<file path="src/verilog/round_sched_map.vh">
// register offsets, field positions and timing constants of the round scheduler
`ifndef ROUND_SCHED_MAP_VH
`define ROUND_SCHED_MAP_VH
`define RATE_REG_ADDR 6'h20
`define RATE_RESET 8'h02
`define RATE_FIELD_MSB 1
`define RATE_FIELD_LSB 0
`define VCTL_ATE_BIT 5
`define VCTL_EN_LSB 6
`define VCTL_EN_MSB 10
`define CLK_HZ 40000000
`define US_PER_MS 1000
`define MS_PER_S 1000
`define REMOTE_CONV_US 7500
`define LOCAL_CONV_US 7500
`define VOLT_CONV_US 1420
`define REMOTE_CONV_COUNT 2
`define VOLT_CONV_COUNT 5
`define INTERVAL_91_MS 91
`define INTERVAL_182_MS 182
`define INTERVAL_364_MS 364
`define INTERVAL_728_MS 728
`define INTERVAL_1456_MS 1456
`define STEP_REMOTE 3'h0
`define STEP_LOCAL 3'h1
`define STEP_VOLT 3'h2
`endif

</file>
<file path="src/verilog/phase_timer.v">
// down counter that times one conversion step and pulses on expiry
`timescale 1ns/1ps
module phase_timer #(
    parameter WIDTH = 32
) (
    input wire clk,
    input wire rst,
    input wire load,
    input wire [WIDTH-1:0] load_value,
    output reg expired,
    output reg busy
);
    reg [WIDTH-1:0] count_reg;

    always @(posedge clk) begin
        if (rst) begin
            count_reg <= {WIDTH{1'b0}};
            expired <= 1'b0;
            busy <= 1'b0;
        end else if (load) begin
            count_reg <= load_value;
            expired <= 1'b0;
            busy <= 1'b1;
        end else if (busy && count_reg <= {{(WIDTH-1){1'b0}}, 1'b1}) begin
            count_reg <= {WIDTH{1'b0}};
            expired <= 1'b1;
            busy <= 1'b0;
        end else begin
            count_reg <= busy ? count_reg - {{(WIDTH-1){1'b0}}, 1'b1}
                              : count_reg;
            expired <= 1'b0;
        end
    end
endmodule // phase_timer

</file>
<file path="src/verilog/conversion_rate_scheduler.v">
// conversion round scheduler: rate register, round sequencer, attention
//
// Contract
// - round spacing set by rate code bits 1-0 and the slow-scan select bit
// - codes give continuous/91/182/364 ms, or 91/364/728/1456 ms when slow
// - rate register bits 7-2 are reserved and always read zero
// - rate register resets to code 2, the 182 ms interval, or 728 ms when slow
// - continuous mode runs rounds back to back: 2 remote, local, 5 voltage
// - with attention enabled, one request per round matches master scan
// - attention only if enable bit and at least one voltage channel enabled
`timescale 1ns/1ps
`include "round_sched_map.vh"
module conversion_rate_scheduler #(
    parameter CLK_FREQ_HZ = `CLK_HZ,
    parameter CNT_WIDTH = 32
) (
    input wire CORE_CLK,
    input wire RST,
    input wire REG_WR,
    input wire [5:0] REG_ADDR,
    input wire [7:0] REG_WDATA,
    input wire SLOW_SCAN_SELECT,
    input wire ALERT_REQUEST_ENABLE,
    input wire [4:0] VOLTAGE_CHANNEL_ENABLES,
    output reg [7:0] RATE_RDATA,
    output reg ROUND_START,
    output reg [2:0] CONV_STEP,
    output reg [2:0] CONV_INDEX,
    output reg CONV_ACTIVE,
    output reg ROUND_DONE,
    output reg ATTENTION_REQ
);
    // cycle counts are worked per millisecond, multiplying before dividing,
    // so sub-millisecond steps keep precision and 32 bits never overflow
    localparam [CNT_WIDTH-1:0] CYC_PER_MS = CLK_FREQ_HZ / `MS_PER_S;
    localparam [CNT_WIDTH-1:0] REMOTE_CYC =
        `REMOTE_CONV_US * CYC_PER_MS / `US_PER_MS;
    localparam [CNT_WIDTH-1:0] LOCAL_CYC =
        `LOCAL_CONV_US * CYC_PER_MS / `US_PER_MS;
    localparam [CNT_WIDTH-1:0] VOLT_CYC =
        `VOLT_CONV_US * CYC_PER_MS / `US_PER_MS;
    localparam [CNT_WIDTH-1:0] I91_CYC = `INTERVAL_91_MS * CYC_PER_MS;
    localparam [CNT_WIDTH-1:0] I182_CYC = `INTERVAL_182_MS * CYC_PER_MS;
    localparam [CNT_WIDTH-1:0] I364_CYC = `INTERVAL_364_MS * CYC_PER_MS;
    localparam [CNT_WIDTH-1:0] I728_CYC = `INTERVAL_728_MS * CYC_PER_MS;
    localparam [CNT_WIDTH-1:0] I1456_CYC = `INTERVAL_1456_MS * CYC_PER_MS;
    // only the code field is stored; the rest of the byte reads zero
    localparam [7:0] RATE_RESET_BYTE = `RATE_RESET;

    // one-hot sequencer states
    localparam [3:0] ST_START = 4'h1;
    localparam [3:0] ST_CONV = 4'h2;
    localparam [3:0] ST_NEXT = 4'h4;
    localparam [3:0] ST_WAIT = 4'h8;

    reg [1:0] rate_code_reg;
    reg [1:0] rate_code_next;
    reg [3:0] state_reg;
    reg [3:0] state_next;
    reg [CNT_WIDTH-1:0] interval_reg;
    reg [CNT_WIDTH-1:0] interval_limit_reg;
    reg continuous_reg;
    reg timer_load;
    reg [CNT_WIDTH-1:0] timer_value;
    reg [2:0] load_step;
    wire timer_expired;
    wire interval_up;
    wire rate_hit;
    wire last_conv;

    // control inputs come from the host's register block on this clock
    // writes to any other address belong to other registers and are ignored
    assign rate_hit = REG_WR && REG_ADDR == `RATE_REG_ADDR;

    always @* begin
        rate_code_next = rate_code_reg;
        if (rate_hit) begin
            rate_code_next = REG_WDATA[`RATE_FIELD_MSB:`RATE_FIELD_LSB];
        end
    end

    // read data is registered; a single register needs no address mux
    always @(posedge CORE_CLK) begin
        if (RST) begin
            rate_code_reg <=
                RATE_RESET_BYTE[`RATE_FIELD_MSB:`RATE_FIELD_LSB];
            RATE_RDATA <= `RATE_RESET;
        end else begin
            rate_code_reg <= rate_code_next;
            // reserved bits 7-2 read as zero
            RATE_RDATA <= {6'h00, rate_code_next};
        end
    end

    // the timer loads on the edge that advances the step, so its duration
    // must follow the step being entered rather than the one just ended
    always @* begin
        load_step = CONV_STEP;
        if (state_reg == ST_START) begin
            load_step = `STEP_REMOTE;
        end else if (CONV_STEP == `STEP_REMOTE &&
                CONV_INDEX == `REMOTE_CONV_COUNT - 1) begin
            load_step = `STEP_LOCAL;
        end else if (CONV_STEP == `STEP_LOCAL) begin
            load_step = `STEP_VOLT;
        end
        case (load_step)
            `STEP_REMOTE: timer_value = REMOTE_CYC;
            `STEP_LOCAL: timer_value = LOCAL_CYC;
            default: timer_value = VOLT_CYC;
        endcase
    end

    phase_timer #(
        .WIDTH(CNT_WIDTH)
    ) u_timer (
        .clk(CORE_CLK),
        .rst(RST),
        .load(timer_load),
        .load_value(timer_value),
        .expired(timer_expired),
        .busy()
    );

    // continuous mode ignores the counter; a round that outlasts its
    // interval is followed by the next one at once
    assign interval_up = continuous_reg || interval_reg >= interval_limit_reg;

    // the fifth voltage conversion closes the round
    assign last_conv = CONV_STEP == `STEP_VOLT &&
        CONV_INDEX == `VOLT_CONV_COUNT - 1;

    // each step costs a load and a next cycle on top of its nominal time,
    // so a continuous round runs a few cycles past its nominal length
    always @* begin
        state_next = state_reg;
        timer_load = 1'b0;
        case (state_reg)
            ST_START: begin
                timer_load = 1'b1;
                state_next = ST_CONV;
            end
            ST_CONV: begin
                if (timer_expired) begin
                    state_next = ST_NEXT;
                end
            end
            ST_NEXT: begin
                if (last_conv) begin
                    state_next = ST_WAIT;
                end else begin
                    // load the next conversion as the step advances
                    timer_load = 1'b1;
                    state_next = ST_CONV;
                end
            end
            ST_WAIT: begin
                if (interval_up) begin
                    state_next = ST_START;
                end
            end
            default: state_next = ST_START;
        endcase
    end

    // sequencer: the first edge after reset already starts a round
    always @(posedge CORE_CLK) begin
        if (RST) begin
            state_reg <= ST_START;
            CONV_STEP <= `STEP_REMOTE;
            CONV_INDEX <= 3'h0;
            CONV_ACTIVE <= 1'b0;
            ROUND_START <= 1'b0;
            ROUND_DONE <= 1'b0;
            ATTENTION_REQ <= 1'b0;
            interval_reg <= {CNT_WIDTH{1'b0}};
            interval_limit_reg <= I182_CYC;
            continuous_reg <= 1'b0;
        end else begin
            state_reg <= state_next;
            ROUND_START <= 1'b0;
            ROUND_DONE <= 1'b0;
            ATTENTION_REQ <= 1'b0;
            interval_reg <= interval_reg + {{(CNT_WIDTH-1){1'b0}}, 1'b1};
            if (state_reg == ST_START) begin
                // latch the interval once per round so a new code waits
                interval_reg <= {CNT_WIDTH{1'b0}};
                continuous_reg <= !SLOW_SCAN_SELECT &&
                    rate_code_reg == 2'h0;
                case ({SLOW_SCAN_SELECT, rate_code_reg})
                    3'h1: interval_limit_reg <= I91_CYC;
                    3'h2: interval_limit_reg <= I182_CYC;
                    3'h3: interval_limit_reg <= I364_CYC;
                    3'h4: interval_limit_reg <= I91_CYC;
                    3'h5: interval_limit_reg <= I364_CYC;
                    3'h6: interval_limit_reg <= I728_CYC;
                    3'h7: interval_limit_reg <= I1456_CYC;
                    default: interval_limit_reg <= {CNT_WIDTH{1'b0}};
                endcase
                ROUND_START <= 1'b1;
                CONV_ACTIVE <= 1'b1;
                CONV_STEP <= `STEP_REMOTE;
                CONV_INDEX <= 3'h0;
            end else if (state_reg == ST_NEXT) begin
                if (state_next == ST_WAIT) begin
                    CONV_ACTIVE <= 1'b0;
                    ROUND_DONE <= 1'b1;
                    // one request per finished round, at the round rate
                    ATTENTION_REQ <= ALERT_REQUEST_ENABLE &&
                        |VOLTAGE_CHANNEL_ENABLES;
                end else if (CONV_STEP == `STEP_REMOTE &&
                        CONV_INDEX == `REMOTE_CONV_COUNT - 1) begin
                    CONV_STEP <= `STEP_LOCAL;
                    CONV_INDEX <= 3'h0;
                end else if (CONV_STEP == `STEP_LOCAL) begin
                    CONV_STEP <= `STEP_VOLT;
                    CONV_INDEX <= 3'h0;
                end else begin
                    CONV_INDEX <= CONV_INDEX + 3'h1;
                end
            end
        end
    end
endmodule // conversion_rate_scheduler

</file>
<file path="config.mk">
export PLATFORM = sky130hd
export DESIGN_NAME = conversion_rate_scheduler
export DESIGN_NICKNAME = d
export VERILOG_FILES = /design/src/verilog/phase_timer.v /design/src/verilog/conversion_rate_scheduler.v
export VERILOG_INCLUDE_DIRS = /design/src /design/src/verilog
export SDC_FILE = /design/constraint.sdc
export NUM_CORES = 1
export LEC_CHECK = 0
export BUFFER_PORTS_ARGS = -buffer_cell sky130_fd_sc_hd__buf_2
export CAP_MARGIN = 10
export CORE_ASPECT_RATIO = 1.2
export CORE_MARGIN = 1
export CORE_UTILIZATION = 54
export CTS_CLUSTER_SIZE = 30
export DETAILED_ROUTE_END_ITERATION = 8
export GPL_ROUTABILITY_DRIVEN = 0
export PLACE_DENSITY = 0.76
export SLEW_MARGIN = 20
export SYNTH_ARGS = -nofsm -noshare
export SYNTH_HDL_FRONTEND = slang
export SYNTH_SLANG_ARGS = --single-unit
</file>
<file path="constraint.sdc">
create_clock -name CORE_CLK -period 2.3 [get_ports CORE_CLK]
set_clock_uncertainty 0.15 [all_clocks]
set_input_delay 0.23 -clock CORE_CLK [delete_from_list [all_inputs] [get_ports CORE_CLK]]
set_output_delay 0.23 -clock CORE_CLK [all_outputs]
set_load 0.01 [all_outputs]
</file>
# Word-level counts from Yosys, hierarchy flattened
# Index checks and enable logic that the tools add are counted.
word_totals:
  register_bits: 121
  inputBits: 24
  output_inout_bits: 18
  elab_cells: 90
op_classes:
  add_sub_neg: 3
  magnitude_cmp: 2
  eq_ne: 18
  muxes: 25
  bitwise: 2
  reduce_logical: 25
ops:
  columns: ["cell", "n"]
  rows:
  - ["26-bit case mux with 5 select lines", 1]
  - ["32-bit 2-to-1 mux", 3]
  - ["32-bit by 1-bit adder with 32-bit output (second input constant)", 1]
  - ["32-bit >= comparator", 1]
  - ["32-bit by 1-bit less-or-equal comparator with 1-bit output (second input constant)", 1]
  - ["32-bit by 1-bit subtractor with 32-bit output (second input constant)", 1]
  - ["19-bit 2-to-1 mux", 1]
  - ["4-bit case mux with 4 select lines", 1]
  - ["3-bit == test (second input constant)", 5]
  - ["3-bit 2-to-1 mux", 5]
  - ["3-bit by 1-bit == test with 1-bit output (second input constant)", 4]
  - ["4-bit 2-to-1 mux", 3]
  - ["2-bit OR reduction", 5]
  - ["3-bit by 2-bit == test with 1-bit output (second input constant)", 3]
  - ["1-bit 2-to-1 mux", 9]
  - ["4-bit == test (second input constant)", 2]
  - ["6-bit == test (second input constant)", 1]
  - ["1-bit logical AND", 6]
  - ["3-bit zero test", 2]
  - ["2-bit nonzero test", 3]
  - ["5-bit OR reduction", 1]
  - ["4-bit by 1-bit == test with 1-bit output (second input constant)", 1]
  - ["4-bit by 2-bit == test with 1-bit output (second input constant)", 1]
  - ["4-bit by 3-bit == test with 1-bit output (second input constant)", 1]
  - ["other kinds (11)", 13]

# Longest topological paths before layout
logic_depth:
  depth_word: 8
  ltp_mapped: 10
  depth_no_buf: 7

# Cells and area by module
# A second synthesis with hierarchy kept.
unflattened:
  hier_cells: 697
  area_unflattened_um2: 5735.5
by_module_without_submodules:
  columns: ["module", "instances", "cells_each", "area_per_inst_um2", "seq_area_each_um2"]
  rows:
  - ["conversion_rate_scheduler", 1, 428, 3587.2, 1361.3]
  - ["phase_timer", 1, 269, 2148.3, 680.7]

# Worst setup path after synthesis
# No wires, ideal clock.
synth_timing:
  path_kind: "flip-flop to flip-flop"
  from: "reg u_timer.count_reg[6]"
  to: "reg u_timer.count_reg[28]"
  setup_ns: 0.066
  arrival_ns: 2.185
  path_slack_ns: -0.101
  path_stages_with_launch: 6
  path_cell_list: "dfxtp_1 > or4_1 > or2_0 > or4_4 > or4_4 > a21oi_2"
synth_between:
  elab_chain_cells: 4
  word_cells_on_any_way: 7
  cone_classes: "add/sub: 1; order compare: 1; mux: 3; reduce/logical: 2"
synth_rtl:
  columns: ["element", "line_no", "text"]
  rows:
  - ["from (decl)", "phase_timer.v:13", "reg [WIDTH-1:0] count_reg;"]
  - ["from (signal assigned)", "phase_timer.v:17", "count_reg <= {WIDTH{1'b0}};"]
  - ["from (signal assigned)", "phase_timer.v:21", "count_reg <= load_value;"]
  - ["from (signal assigned)", "phase_timer.v:25", "count_reg <= {WIDTH{1'b0}};"]
  - ["32-bit by 1-bit subtractor with 32-bit output / 32-bit by 1-bit less-or-equal comparator with 1-bit output (equally long branches)", "phase_timer.v:29, phase_timer.v:24", null]
  - ["32-bit 2-to-1 mux / 1-bit logical AND (equally long branches)", "phase_timer.v:29, phase_timer.v:24", null]
  - ["32-bit 2-to-1 mux", "phase_timer.v:24", "end else if (busy && count_reg <= {{(WIDTH-1){1'b0}}, 1'b1}) begin"]
  - ["32-bit 2-to-1 mux", "phase_timer.v:20", "end else if (load) begin"]
# Parallel ways exist; a longest one is shown, timed or not. The select of a mux whose other input is x is not followed.
# A chain may end at the register's enable or synchronous reset.

# Worst setup path after layout
layout_timing:
  from: "reg u_timer.count_reg[15]"
  to: "reg u_timer.count_reg[28]"
# The elaborated chain is that of the path after synthesis.

==> metrics.cfg <==
[cts]
cts_buffer_depth=2
htree_levels=3
clock-root-buffer=clkbuf_8
cts.sinks=102
clk_latency_ns=0.37
path_clk_slew_ns=0.09
tritoncts=done
cts_buffers=9

[power]
p_leak_uw=0.00248
max-vdd-ir-drop_v=0.000418
total_power_uw=3920
p_per_area_nw_per_um2=639

[worst_setup_path]
crit_chain=or4_4 > nand2b_4 > or4_4 > or4_4 > a21oi_2
arrival_ns=2.51
cpMostUsedCell=or4_4
worst_setup_path_start_kind=flip-flop
slowest_delay_ns=0.54
critPathCaptureType=flip-flop
crit_slowest_cell=or4_4
crit_type=reg -> reg
path_max_fanout=4
critPathRequiredTime_ns=2.46
reg2reg_depth=5

[global_routing]
grt_overflow=0
grt_pass1_vias=4389
track_usage_pct=23.7
antenna_found_initial=0
grt_max_degree=33
grt_pass1_wl_um=19100

[layout]
seq_area_sq_um=2050
layout_commonest_cell=dfxtp_1
layout_common_cells=98 x dfxtp_1, 90 x nor2_1, 53 x buf_4, 48 x a21oi_1, 38 x nand2_1
area_growth_pct=18.3
fin_nets=747
fin_cells=821
fin_util_pct=66.9
n_antenna_cell=0
drive_above_1_share_pct=20.0
fill_cells=760
multi_input_area_sq_um=2980

[synth]
netlist_instances=628
synth.top_cell.area_share_pct=39.3
synthMuxAreaShare_pct=0.193
synthAdderAreaFrac_pct=6.51
async_flop_share_pct=0
synth_warnings=0
synth_top_family_by_area=simple AND/OR/NAND/NOR gates
synth-seq-cells=102
synth-xor-area-share_pct=7.93
mappedNetlistArea_sq_um=5190
dominantRegCellSynth=dfxtp_1
synth_cell_types=59
synth_compound_area_share_pct=13.3
synth-edff-count=0
yosysSeqAreaShare_pct=39.3
synthSimpleGateAreaFrac_pct=27.1
yosys.area.top_type=dfxtp_1
synth_area_leaders=dfxtp_1 39%, ha_1 6.5%, nor2_1 6.5%, a21oi_1 4.6%, xnor2_1 4.6%
syn_avg_cell_area_sq_um=8.26

[floorplanning]
top_level_ports=42
rows=38
dieArea_sq_um=10000
initial_utilization_pct=56.6
fp.dieW_um=91.5
core_sq_um=9180
die_h_um=109

[route]
drtIter0Drc=238
post_drt_wl_per_cell_um=14.0
detail_route.drc_violations=0
drt-vias-per-instance=5.57
wl_um=11500
vias=4573
firstDrtPassIters=4
final_antenna_net_count=0

[min_path]
hold_path_depth=4
hold_path_class=in -> reg

[run_status]
failed_checks=negative setup slack
outcome=finished, violations left

[sta]
setup_viol=2
hold_viol=0
slew_headroom_pct=59.9
rsz0062_at_grt=true
finalMaxSlewViolations=0
period_share_pct=102
timing.hold.ws_ns=0.0492
worstMarginPinSlew_ns=0.600
fmax_mhz=426
period_minus_slack_ns=2.35
layout_setup_ws_ns=-0.0461

[run]
drv_cap=0

[placement]
dp_hpwl_um=8170
place_inst=801
port_buffers=29

metrics by stage:
step	setup WS, ns	cell area (sq um)	setup TNS (ns)
global route	-0.0697	6140	-0.298
global placement	-0.101	5800	-0.188
floorplan	-0.0332	5230	-0.0514
CTS	-0.0375	6060	-0.0540
detailed placement	-0.107	5800	-0.365
finish	-0.0461	6140	-0.0597
cell type report:
type / instances / share of cell area [%]
Multi-Input combinational cell: 460 / 48.5
Sequential cell: 102 / 33.3
Timing Repair Buffer: 89 / 10.3
Clock buffer: 12 / 2.53
Tap cell: 120 / 2.45
Inverter: 34 / 2.08
Clock inverter: 4 / 0.734
power breakdown:
part           switching, uW  total (uW)  internal (uW)
Clock                    611        1170            559
Combinational            454         832            379
Sequential              62.1        1920           1860
synth_stat cells, drive strengths merged, types with 8 or more instances:
cell type / number
nor3: 24
nand2: 39
or3: 16
nand3: 16
dfxtp: 102
nor2: 90
inv: 34
or4: 8
a211oi: 9
xor2: 20
nor4: 14
o21ai: 18
nand4: 17
a21oi: 49
xnor2: 27
clkbuf: 29
ha: 27
buf: 8
final timing paths:
kind / from / end / slack (ns)
min: REG_WDATA[1] / rate_code_reg[1] / 0.05
max reg2reg: u_timer.count_reg[15] / u_timer.count_reg[28] / -0.05
min reg2reg: interval_limit_reg[13] / interval_limit_reg[13] / 0.30
max: u_timer.count_reg[15] / u_timer.count_reg[28] / -0.05
logic make-up (layout without fill, tap and decap cells):
group,count (synthesis),count (layout)
and+or+nand+nor,269,269
AOI/OAI and AO/OA,110,110
DFF,102,102
buffers and inverters,71,139
xor gates and xnor gates,47,47
adders and majority gates,27,27
other,1,6
muxes,1,1
what timing repair did:
| item | in CTS | in global routing |
|---|---|---|
| endpoints found under the setup margin | 29 | 59 |
| setup buffers | 0 | 0 |
| pin swaps | 1 | 6 |
| endpoints found under the hold margin | 2 | 0 |
| hold buffers | 4 | 0 |
| resized for setup | 7 | 21 |
worst max-delay path, delay by kind of cell (launching register included):
family	cells	cell delay [ns]
flops	1	0.33
compound gates	1	0.13
simple gates	4	1.69
layer usage:
metal,share of wire [%],global-route usage [%],vias to the layer above
met5,0,0,-
met4,1.9,9.75,0
met3,2.8,4.77,19
met2,54,45.1,68
met1,42,25.7,2155
li1,-,-,2331
No activity file was read; power rests on OpenSTA's default activity.
